===== config.mk =====
export PLATFORM = sky130hd
export DESIGN_NAME = dcg_debug_command_gate
export DESIGN_NICKNAME = d
export VERILOG_FILES = /design/src/rtl/dcg_serial_rx.v /design/src/rtl/dcg_cmd_decode.v /design/src/rtl/dcg_debug_command_gate.v
export VERILOG_INCLUDE_DIRS = /design/src /design/src/include
export SDC_FILE = /design/constraint.sdc
export NUM_CORES = 1
export LEC_CHECK = 0
export BUFFER_PORTS_ARGS = -buffer_cell sky130_fd_sc_hd__buf_4
export CAP_MARGIN = 20
export CORE_MARGIN = 8
export CORE_UTILIZATION = 30
export DETAILED_ROUTE_END_ITERATION = 8
export HOLD_SLACK_MARGIN = 0.15
export SLEW_MARGIN = 10
export SYNTH_ARGS = -nofsm -noshare
export SYNTH_HDL_FRONTEND = slang
export SYNTH_SLANG_ARGS = --single-unit

===== constraint.sdc =====
create_clock -name clk_i -period 2 [get_ports clk_i]
set_input_delay 0.3 -clock clk_i [delete_from_list [all_inputs] [get_ports clk_i]]
set_output_delay 0.3 -clock clk_i [all_outputs]
set_load 0.005 [all_outputs]

===== src/include/dcg_defines.vh =====
`ifndef DCG_DEFINES_VH
`define DCG_DEFINES_VH

// Debug command byte values
`define DCG_CMD_RD_REV 8'h00
`define DCG_CMD_WR_CNT 8'h01
`define DCG_CMD_RD_STAT 8'h02
`define DCG_CMD_RD_CNT 8'h03
`define DCG_CMD_WR_CTL 8'h04
`define DCG_CMD_RD_CTL 8'h05
`define DCG_CMD_WR_PC 8'h06
`define DCG_CMD_RD_PC 8'h07
`define DCG_CMD_WR_REG 8'h08

// Operand bytes that follow each writing command
`define DCG_OPN_WR_CNT 2'd2
`define DCG_OPN_WR_CTL 2'd1
`define DCG_OPN_WR_PC 2'd2
`define DCG_OPN_WR_REG 2'd3

// Debug control register layout and reset value
`define DCG_CTL_MODE_BIT 7
`define DCG_CTL_RESET 8'h00
`define DCG_CNT_RESET 16'h0000

// Peripheral control page: addresses F00H..FFFH
`define DCG_PERIPH_PAGE 4'hf
`define DCG_FLASH_CTL_ADDR 12'hff8
`define DCG_MASS_ERASE_VAL 8'h95

// Autobaud: the first character holds eight low bit times
`define DCG_AUTOBAUD_SHIFT 3
`define DCG_BAUD_CNT_W 12

`endif


===== src/rtl/dcg_serial_rx.v =====
`timescale 1ns/1ps
`default_nettype none
`include "dcg_defines.vh"

module dcg_serial_rx #(
  parameter CNT_W = `DCG_BAUD_CNT_W
) (
  input wire clk_i,
  input wire reset_i,
  input wire line_i,
  output reg byte_valid_r,
  output reg [7:0] byte_data_r,
  output reg frame_err_r,
  output reg baud_locked_r
);
  localparam S_AB_WAIT = 3'd0;
  localparam S_AB_MEAS = 3'd1;
  localparam S_IDLE = 3'd2;
  localparam S_START = 3'd3;
  localparam S_DATA = 3'd4;
  localparam S_STOP = 3'd5;

  reg [2:0] state_r;
  reg [CNT_W-1:0] tick_r;
  reg [CNT_W-1:0] bit_len_r;
  reg [2:0] bit_idx_r;
  reg line_q_r;

  // Half a bit time, rounded down; zero when a bit lasts one cycle
  wire [CNT_W-1:0] half_len = {1'b0, bit_len_r[CNT_W-1:1]};
  wire tick_done = (tick_r == {CNT_W{1'b0}});
  wire fall = line_q_r & ~line_i;

  // Autobaud then LSB-first framing with start and stop bits
  always @(posedge clk_i) begin
    if (reset_i) begin
      state_r <= S_AB_WAIT;
      tick_r <= {CNT_W{1'b0}};
      bit_len_r <= {{(CNT_W-1){1'b0}}, 1'b1};
      bit_idx_r <= 3'd0;
      line_q_r <= 1'b1;
      byte_valid_r <= 1'b0;
      byte_data_r <= 8'h00;
      frame_err_r <= 1'b0;
      baud_locked_r <= 1'b0;
    end else begin
      line_q_r <= line_i;
      byte_valid_r <= 1'b0;
      frame_err_r <= 1'b0;
      case (state_r)
        S_AB_WAIT: begin
          if (fall) begin
            tick_r <= {{(CNT_W-1){1'b0}}, 1'b1};
            state_r <= S_AB_MEAS;
          end
        end
        S_AB_MEAS: begin
          // The 80H character is consumed, not passed on
          if (line_i) begin
            bit_len_r <= (tick_r >> `DCG_AUTOBAUD_SHIFT) == {CNT_W{1'b0}} ?
                         {{(CNT_W-1){1'b0}}, 1'b1} :
                         (tick_r >> `DCG_AUTOBAUD_SHIFT);
            baud_locked_r <= 1'b1;
            state_r <= S_IDLE;
          end else if (tick_r != {CNT_W{1'b1}}) begin
            tick_r <= tick_r + {{(CNT_W-1){1'b0}}, 1'b1};
          end
        end
        S_IDLE: begin
          if (fall) begin
            tick_r <= half_len;
            state_r <= S_START;
          end
        end
        S_START: begin
          if (tick_done) begin
            // Glitch shorter than half a bit is not a start
            if (line_i) begin
              state_r <= S_IDLE;
            end else begin
              tick_r <= bit_len_r - {{(CNT_W-1){1'b0}}, 1'b1};
              bit_idx_r <= 3'd0;
              state_r <= S_DATA;
            end
          end else begin
            tick_r <= tick_r - {{(CNT_W-1){1'b0}}, 1'b1};
          end
        end
        S_DATA: begin
          if (tick_done) begin
            byte_data_r <= {line_i, byte_data_r[7:1]};
            tick_r <= bit_len_r - {{(CNT_W-1){1'b0}}, 1'b1};
            bit_idx_r <= bit_idx_r + 3'd1;
            if (bit_idx_r == 3'd7) begin
              state_r <= S_STOP;
            end
          end else begin
            tick_r <= tick_r - {{(CNT_W-1){1'b0}}, 1'b1};
          end
        end
        S_STOP: begin
          if (tick_done) begin
            byte_valid_r <= line_i;
            frame_err_r <= ~line_i;
            state_r <= S_IDLE;
          end else begin
            tick_r <= tick_r - {{(CNT_W-1){1'b0}}, 1'b1};
          end
        end
        default: begin
          state_r <= S_AB_WAIT;
        end
      endcase
    end
  end
endmodule
`default_nettype wire


===== src/rtl/dcg_cmd_decode.v =====
`timescale 1ns/1ps
`default_nettype none
`include "dcg_defines.vh"

module dcg_cmd_decode (
  input wire [7:0] cmd_i,
  input wire debug_mode_i,
  input wire read_protect_i,
  output wire known_o,
  output wire allowed_o,
  output wire [1:0] opnd_cnt_o
);
  // Permission table by command, mode and protection
  function allow_fn;
    input [7:0] c;
    input dbg;
    input rp;
    begin
      case (c)
        `DCG_CMD_RD_REV, `DCG_CMD_RD_STAT: allow_fn = 1'b1;
        `DCG_CMD_WR_CTL, `DCG_CMD_RD_CTL: allow_fn = 1'b1;
        `DCG_CMD_WR_CNT, `DCG_CMD_RD_CNT: allow_fn = dbg;
        `DCG_CMD_WR_PC, `DCG_CMD_RD_PC: allow_fn = dbg & ~rp;
        `DCG_CMD_WR_REG: allow_fn = dbg;
        default: allow_fn = 1'b0;
      endcase
    end
  endfunction

  function [1:0] opnd_fn;
    input [7:0] c;
    begin
      case (c)
        `DCG_CMD_WR_CNT: opnd_fn = `DCG_OPN_WR_CNT;
        `DCG_CMD_WR_CTL: opnd_fn = `DCG_OPN_WR_CTL;
        `DCG_CMD_WR_PC: opnd_fn = `DCG_OPN_WR_PC;
        `DCG_CMD_WR_REG: opnd_fn = `DCG_OPN_WR_REG;
        default: opnd_fn = 2'd0;
      endcase
    end
  endfunction

  assign known_o = (cmd_i <= `DCG_CMD_WR_REG);
  assign allowed_o = allow_fn(cmd_i, debug_mode_i, read_protect_i);
  assign opnd_cnt_o = opnd_fn(cmd_i);
endmodule
`default_nettype wire


===== src/rtl/dcg_debug_command_gate.v =====
`timescale 1ns/1ps
`default_nettype none
`include "dcg_defines.vh"

module dcg_debug_command_gate #(
  parameter CNT_W = `DCG_BAUD_CNT_W,
  parameter [11:0] FLASH_CTL_ADDR = `DCG_FLASH_CTL_ADDR,
  parameter [7:0] MASS_ERASE_VAL = `DCG_MASS_ERASE_VAL
) (
  input wire clk_i,
  input wire reset_i,
  input wire debug_serial_pin_i,
  output reg debug_serial_pin_o,
  output reg debug_serial_pin_oe_o,
  input wire read_protect_option_i,
  output reg debug_mode_bit_o,
  output reg [7:0] ctl_reg_o,
  output reg [15:0] counter_o,
  output reg read_req_o,
  output reg [7:0] read_cmd_o,
  output reg pc_wr_o,
  output reg [15:0] pc_wr_data_o,
  output reg reg_wr_o,
  output reg [11:0] reg_wr_addr_o,
  output reg [7:0] reg_wr_data_o,
  output reg cmd_reject_o,
  output reg frame_err_o,
  output reg baud_locked_o
);
  localparam S_CMD = 1'b0;
  localparam S_OPND = 1'b1;

  wire rx_valid;
  wire [7:0] rx_data;
  wire rx_ferr;
  wire rx_locked;
  wire dec_known;
  wire dec_allowed;
  wire [1:0] dec_opnd;

  reg state_r;
  reg [7:0] cmd_r;
  reg allowed_r;
  reg [1:0] need_r;
  reg [1:0] got_r;
  reg [23:0] opnd_r;

  // Receiver measures the leading 80H before any command
  dcg_serial_rx #(
    .CNT_W(CNT_W)
  ) u_rx (
    .clk_i(clk_i),
    .reset_i(reset_i),
    .line_i(debug_serial_pin_i),
    .byte_valid_r(rx_valid),
    .byte_data_r(rx_data),
    .frame_err_r(rx_ferr),
    .baud_locked_r(rx_locked)
  );

  dcg_cmd_decode u_dec (
    .cmd_i(rx_data),
    .debug_mode_i(ctl_reg_o[`DCG_CTL_MODE_BIT]),
    .read_protect_i(read_protect_option_i),
    .known_o(dec_known),
    .allowed_o(dec_allowed),
    .opnd_cnt_o(dec_opnd)
  );

  // Operands assembled with the newest byte in the low lane
  wire [23:0] opnd_full = {opnd_r[15:0], rx_data};
  wire last_opnd = rx_valid && (state_r == S_OPND) &&
                   (got_r + 2'd1 == need_r);

  // Register write address and data from the three operands
  wire [11:0] wr_addr = opnd_full[19:8];
  wire [7:0] wr_data = opnd_full[7:0];
  wire in_periph = (wr_addr[11:8] == `DCG_PERIPH_PAGE);
  wire is_flash = (wr_addr == FLASH_CTL_ADDR);
  wire reg_ok = ~read_protect_option_i ||
                (in_periph && (~is_flash || wr_data == MASS_ERASE_VAL));

  // Control write value with the protection hold on the debug bit
  reg [7:0] ctl_nxt;
  always @* begin
    ctl_nxt = opnd_full[7:0];
    if (read_protect_option_i && ctl_reg_o[`DCG_CTL_MODE_BIT]) begin
      ctl_nxt[`DCG_CTL_MODE_BIT] = 1'b1;
    end
  end

  // Command sequencing, execution and refusal
  always @(posedge clk_i) begin
    if (reset_i) begin
      state_r <= S_CMD;
      cmd_r <= 8'h00;
      allowed_r <= 1'b0;
      need_r <= 2'd0;
      got_r <= 2'd0;
      opnd_r <= 24'h000000;
      ctl_reg_o <= `DCG_CTL_RESET;
      counter_o <= `DCG_CNT_RESET;
      read_req_o <= 1'b0;
      read_cmd_o <= 8'h00;
      pc_wr_o <= 1'b0;
      pc_wr_data_o <= 16'h0000;
      reg_wr_o <= 1'b0;
      reg_wr_addr_o <= 12'h000;
      reg_wr_data_o <= 8'h00;
      cmd_reject_o <= 1'b0;
    end else begin
      read_req_o <= 1'b0;
      pc_wr_o <= 1'b0;
      reg_wr_o <= 1'b0;
      cmd_reject_o <= 1'b0;
      case (state_r)
        S_CMD: begin
          if (rx_valid) begin
            // Every received byte in this state is a command
            cmd_r <= rx_data;
            got_r <= 2'd0;
            opnd_r <= 24'h000000;
            if (!dec_known) begin
              cmd_reject_o <= 1'b1;
            end else if (dec_opnd == 2'd0) begin
              // Reads carry no operands and act at once
              if (dec_allowed) begin
                read_req_o <= 1'b1;
                read_cmd_o <= rx_data;
              end else begin
                cmd_reject_o <= 1'b1;
              end
            end else begin
              // Refused writes still swallow operands to keep framing
              allowed_r <= dec_allowed;
              need_r <= dec_opnd;
              state_r <= S_OPND;
            end
          end
        end
        S_OPND: begin
          if (rx_valid) begin
            opnd_r <= opnd_full;
            got_r <= got_r + 2'd1;
          end
          if (last_opnd) begin
            state_r <= S_CMD;
            if (!allowed_r) begin
              cmd_reject_o <= 1'b1;
            end else begin
              case (cmd_r)
                `DCG_CMD_WR_CNT: begin
                  counter_o <= opnd_full[15:0];
                end
                `DCG_CMD_WR_CTL: begin
                  ctl_reg_o <= ctl_nxt;
                end
                `DCG_CMD_WR_PC: begin
                  pc_wr_o <= 1'b1;
                  pc_wr_data_o <= opnd_full[15:0];
                end
                `DCG_CMD_WR_REG: begin
                  if (reg_ok) begin
                    reg_wr_o <= 1'b1;
                    reg_wr_addr_o <= wr_addr;
                    reg_wr_data_o <= wr_data;
                  end else begin
                    cmd_reject_o <= 1'b1;
                  end
                end
                default: begin
                  cmd_reject_o <= 1'b1;
                end
              endcase
            end
          end
        end
        default: begin
          state_r <= S_CMD;
        end
      endcase
    end
  end

  // Status outputs registered; the pin is never driven by this block
  always @(posedge clk_i) begin
    if (reset_i) begin
      debug_mode_bit_o <= 1'b0;
      debug_serial_pin_o <= 1'b0;
      debug_serial_pin_oe_o <= 1'b0;
      frame_err_o <= 1'b0;
      baud_locked_o <= 1'b0;
    end else begin
      // One cycle behind the control register bit
      debug_mode_bit_o <= ctl_reg_o[`DCG_CTL_MODE_BIT];
      debug_serial_pin_o <= 1'b0;
      debug_serial_pin_oe_o <= 1'b0;
      frame_err_o <= rx_ferr;
      baud_locked_o <= rx_locked;
    end
  end

endmodule
`default_nettype wire


==> flow_summary.toml <==
[status]
status = "complete, but fails checks"
violations = "setup timing"

[worst_hold_path]
hp-class = "input pin to register"

[worst_setup_path]
start_kind = "register"
endpoint_kind = "register"
crit_fanout = 5
setup.worst_path.class = "register to register"
required_ns = 2.31
cp.arrival_ns = 2.40

[placement]
dp_hpwl_mm = 14.1
placed_area_um2 = 7930
gp_congestion = 0.905
port-buffer-count = 78

[route]
dr.pass1.iters = 5
drc = 0
wl_mm = 20.1
vias = 6142
wl_per_cell_um = 16.4
drt_iter0_drc = 478
vias_per_cell = 5.02
ant_nets = 0

[grt]
grt_pass1_vias = 5892
grt_pass1_wl_mm = 31.9
grt_antenna_before_repair = 0
grt_max_degree = 49
overflow = 0
grt_usage = 0.151

[layout]
diodes = 0
final_cell_mix = "184 x buf_4, 134 x dfxtp_1, 97 x nand2_1"
layout_commonest_cell = "buf_4"
nNetsFinal = 946
nFillCells = 2097
area_growth_pct = 41.0
stdcell_area_um2 = 9020
drive_above_1_share = 0.318

[sta]
setup_ws_ns = -0.0911
timing.fmax_mhz = 478
fin_worst_skew_ns = 0.00952
slew_viol_final = 0
fin_crit_sh = 1.05
setup_viol = 54
tns_ns = -2.64
period_minus_slack_ns = 2.09
hold_viol = 0
rsz0062_at_grt = "yes"

[synth]
ys_ff_latch = 140
syn_area_um2 = 6400
synth_area_leaders = "dfxtp_1 44%, a21oi_1 6.8%, nand2_1 6.7%, mux2i_1 6.6%, nor2_1 4.8%"
synth_area_per_cell_um2 = 8.24
async_flop_share = 0
synthFlopType = "dfxtp_1"
yosysTopAreaCell = "dfxtp_1"
synth_edf_count = 0
ys_seq_area_frac = 0.438
yosysWarnings = 0
synth_top_area_frac = 0.438
ys_types = 66
synthCells = 777

[floorplan]
num_rows = 53
fp.dieArea_um2 = 26300
initial_core_util = 0.305
core_um2 = 21000
die_x_um = 162
die_h_um = 162
ios = 81

[clock_tree]
cts_tree = "done"
cts_buffer_depth = 2
path_clk_slew_ns = 0.07
htreeDepth = 4
clockRootBuffer = "clkbuf_16"
cts_made_buffers = 17
cts_sinks = 140
ctsHoldBuffers = 0
clk_latency_ns = 0.41

[job]
maxCapViolCount = 0

[power]
cellLeakagePower_nw = 3.68
powerDensity_nw_per_um2 = 738
ir_drop_v = 0.000573
-- cell usage after synthesis, drive strengths merged (12+ instances only) --
| cell | instances |
|---|---|
| nand3 | 39 |
| a21oi | 87 |
| o21ai | 23 |
| dfxtp | 140 |
| mux2i | 42 |
| clkbuf | 46 |
| nor2b | 16 |
| nand2b | 16 |
| nand2 | 114 |
| nor2 | 81 |
| inv | 12 |
| buf | 17 |
-- per-stage QoR --
step | worst slack (ns) | std cells | power [mW] | utilization | hold slack [ns]
after CTS | -0.0435 | 1213 | 6.70 | 0.412 | 0.214
after floorplan | -0.0857 | 778 | 3.25 | - | 0.414
after global routing | -0.209 | 1224 | 6.95 | 0.431 | 0.241
final | -0.0911 | 1224 | 6.66 | 0.431 | 0.238
after detailed placement | -0.151 | 1177 | 3.56 | 0.378 | 0.446
after global placement | -0.144 | 1177 | 3.56 | 0.378 | 0.423
-- worst paths after layout --
path                                       startpoint               end  slack, ns  depth (start not counted)
worst min register to register       u_rx.frame_err_r       frame_err_o       0.45                          1
worst min-delay path            read_protect_option_i      ctl_reg_o[7]       0.24                          4
worst max register to register               cmd_r[4]  reg_wr_data_o[0]      -0.09                          9
worst max-delay path                         cmd_r[4]  reg_wr_data_o[0]      -0.09                          9
-- flip-flops by register name, indices dropped and copies added (netlist names), 3 cells and up --
name / flops
u_rx.bit_len_r: 9
u_rx.byte_data_r: 8
u_rx.bit_idx_r: 3
u_rx.tick_r: 12
reg_wr_data_o: 8
opnd_r: 12
counter_o: 16
ctl_reg_o: 8
pc_wr_data_o: 16
cmd_r: 8
u_rx.state_r: 3
reg_wr_addr_o: 12
read_cmd_o: 8
-- final cells by class --
class | count | area [um^2] | share of cell area
well taps | 275 | 344 | 0.0381
flip-flops and latches | 140 | 2810 | 0.311
clock buffers | 18 | 429 | 0.0476
repair buffers | 202 | 1670 | 0.185
inverters | 12 | 45.0 | 0.00499
multi-input cells | 563 | 3570 | 0.396
clock inverters | 14 | 151 | 0.0168
-- metal layers --
metal / share of wire / vias up / global-route usage
met5: 0 / - / 0
met4: 0.022 / 0 / 0.0598
met2: 0.46 / 165 / 0.231
met3: 0.049 / 33 / 0.0392
li1: - / 3024 / -
met1: 0.47 / 2920 / 0.200
-- critical path, stage by stage (launching register included) --
cell and delay (ns):
dfxtp_2 0.32, or4_4 0.55, buf_4 0.16, nor4b_2 0.20, buf_4 0.17, nand3_4 0.08, buf_6 0.16, buf_16 0.14
mux2i_2 0.16, nor2_1 0.05
-- report_power, final --
part | switching (mW) | total, mW | internal, mW
Clock | 1.35 | 3.12 | 1.77
Combinational | 0.401 | 0.706 | 0.305
Sequential | 0.0270 | 2.84 | 2.81
Total | 1.78 | 6.66 | 4.88
-- kinds of logic (layout without fill, tap and decap cells) --
family / Yosys count / after routing / share of synthesized area
AOI/OAI and AO/OA: 172 / 172 / 0.165
xor gates and xnor gates: 17 / 17 / 0.0233
adders and majority gates: 6 / 6 / 0.0117
buffers and inverters: 75 / 246 / 0.0504
DFF: 140 / 140 / 0.438
muxes: 43 / 43 / 0.0674
other: 1 / 2 / 0.000586
and+or+nand+nor: 323 / 323 / 0.243
-- what timing repair did --
| action | in CTS | in global routing |
|---|---|---|
| cloned | 2 | 4 |
| endpoints found under the setup margin | 53 | 74 |
| gates resized for setup | 19 | 81 |
| pin swaps | 6 | 24 |
| setup buffers | 2 | 7 |
(Power assumes the default switching activity.)
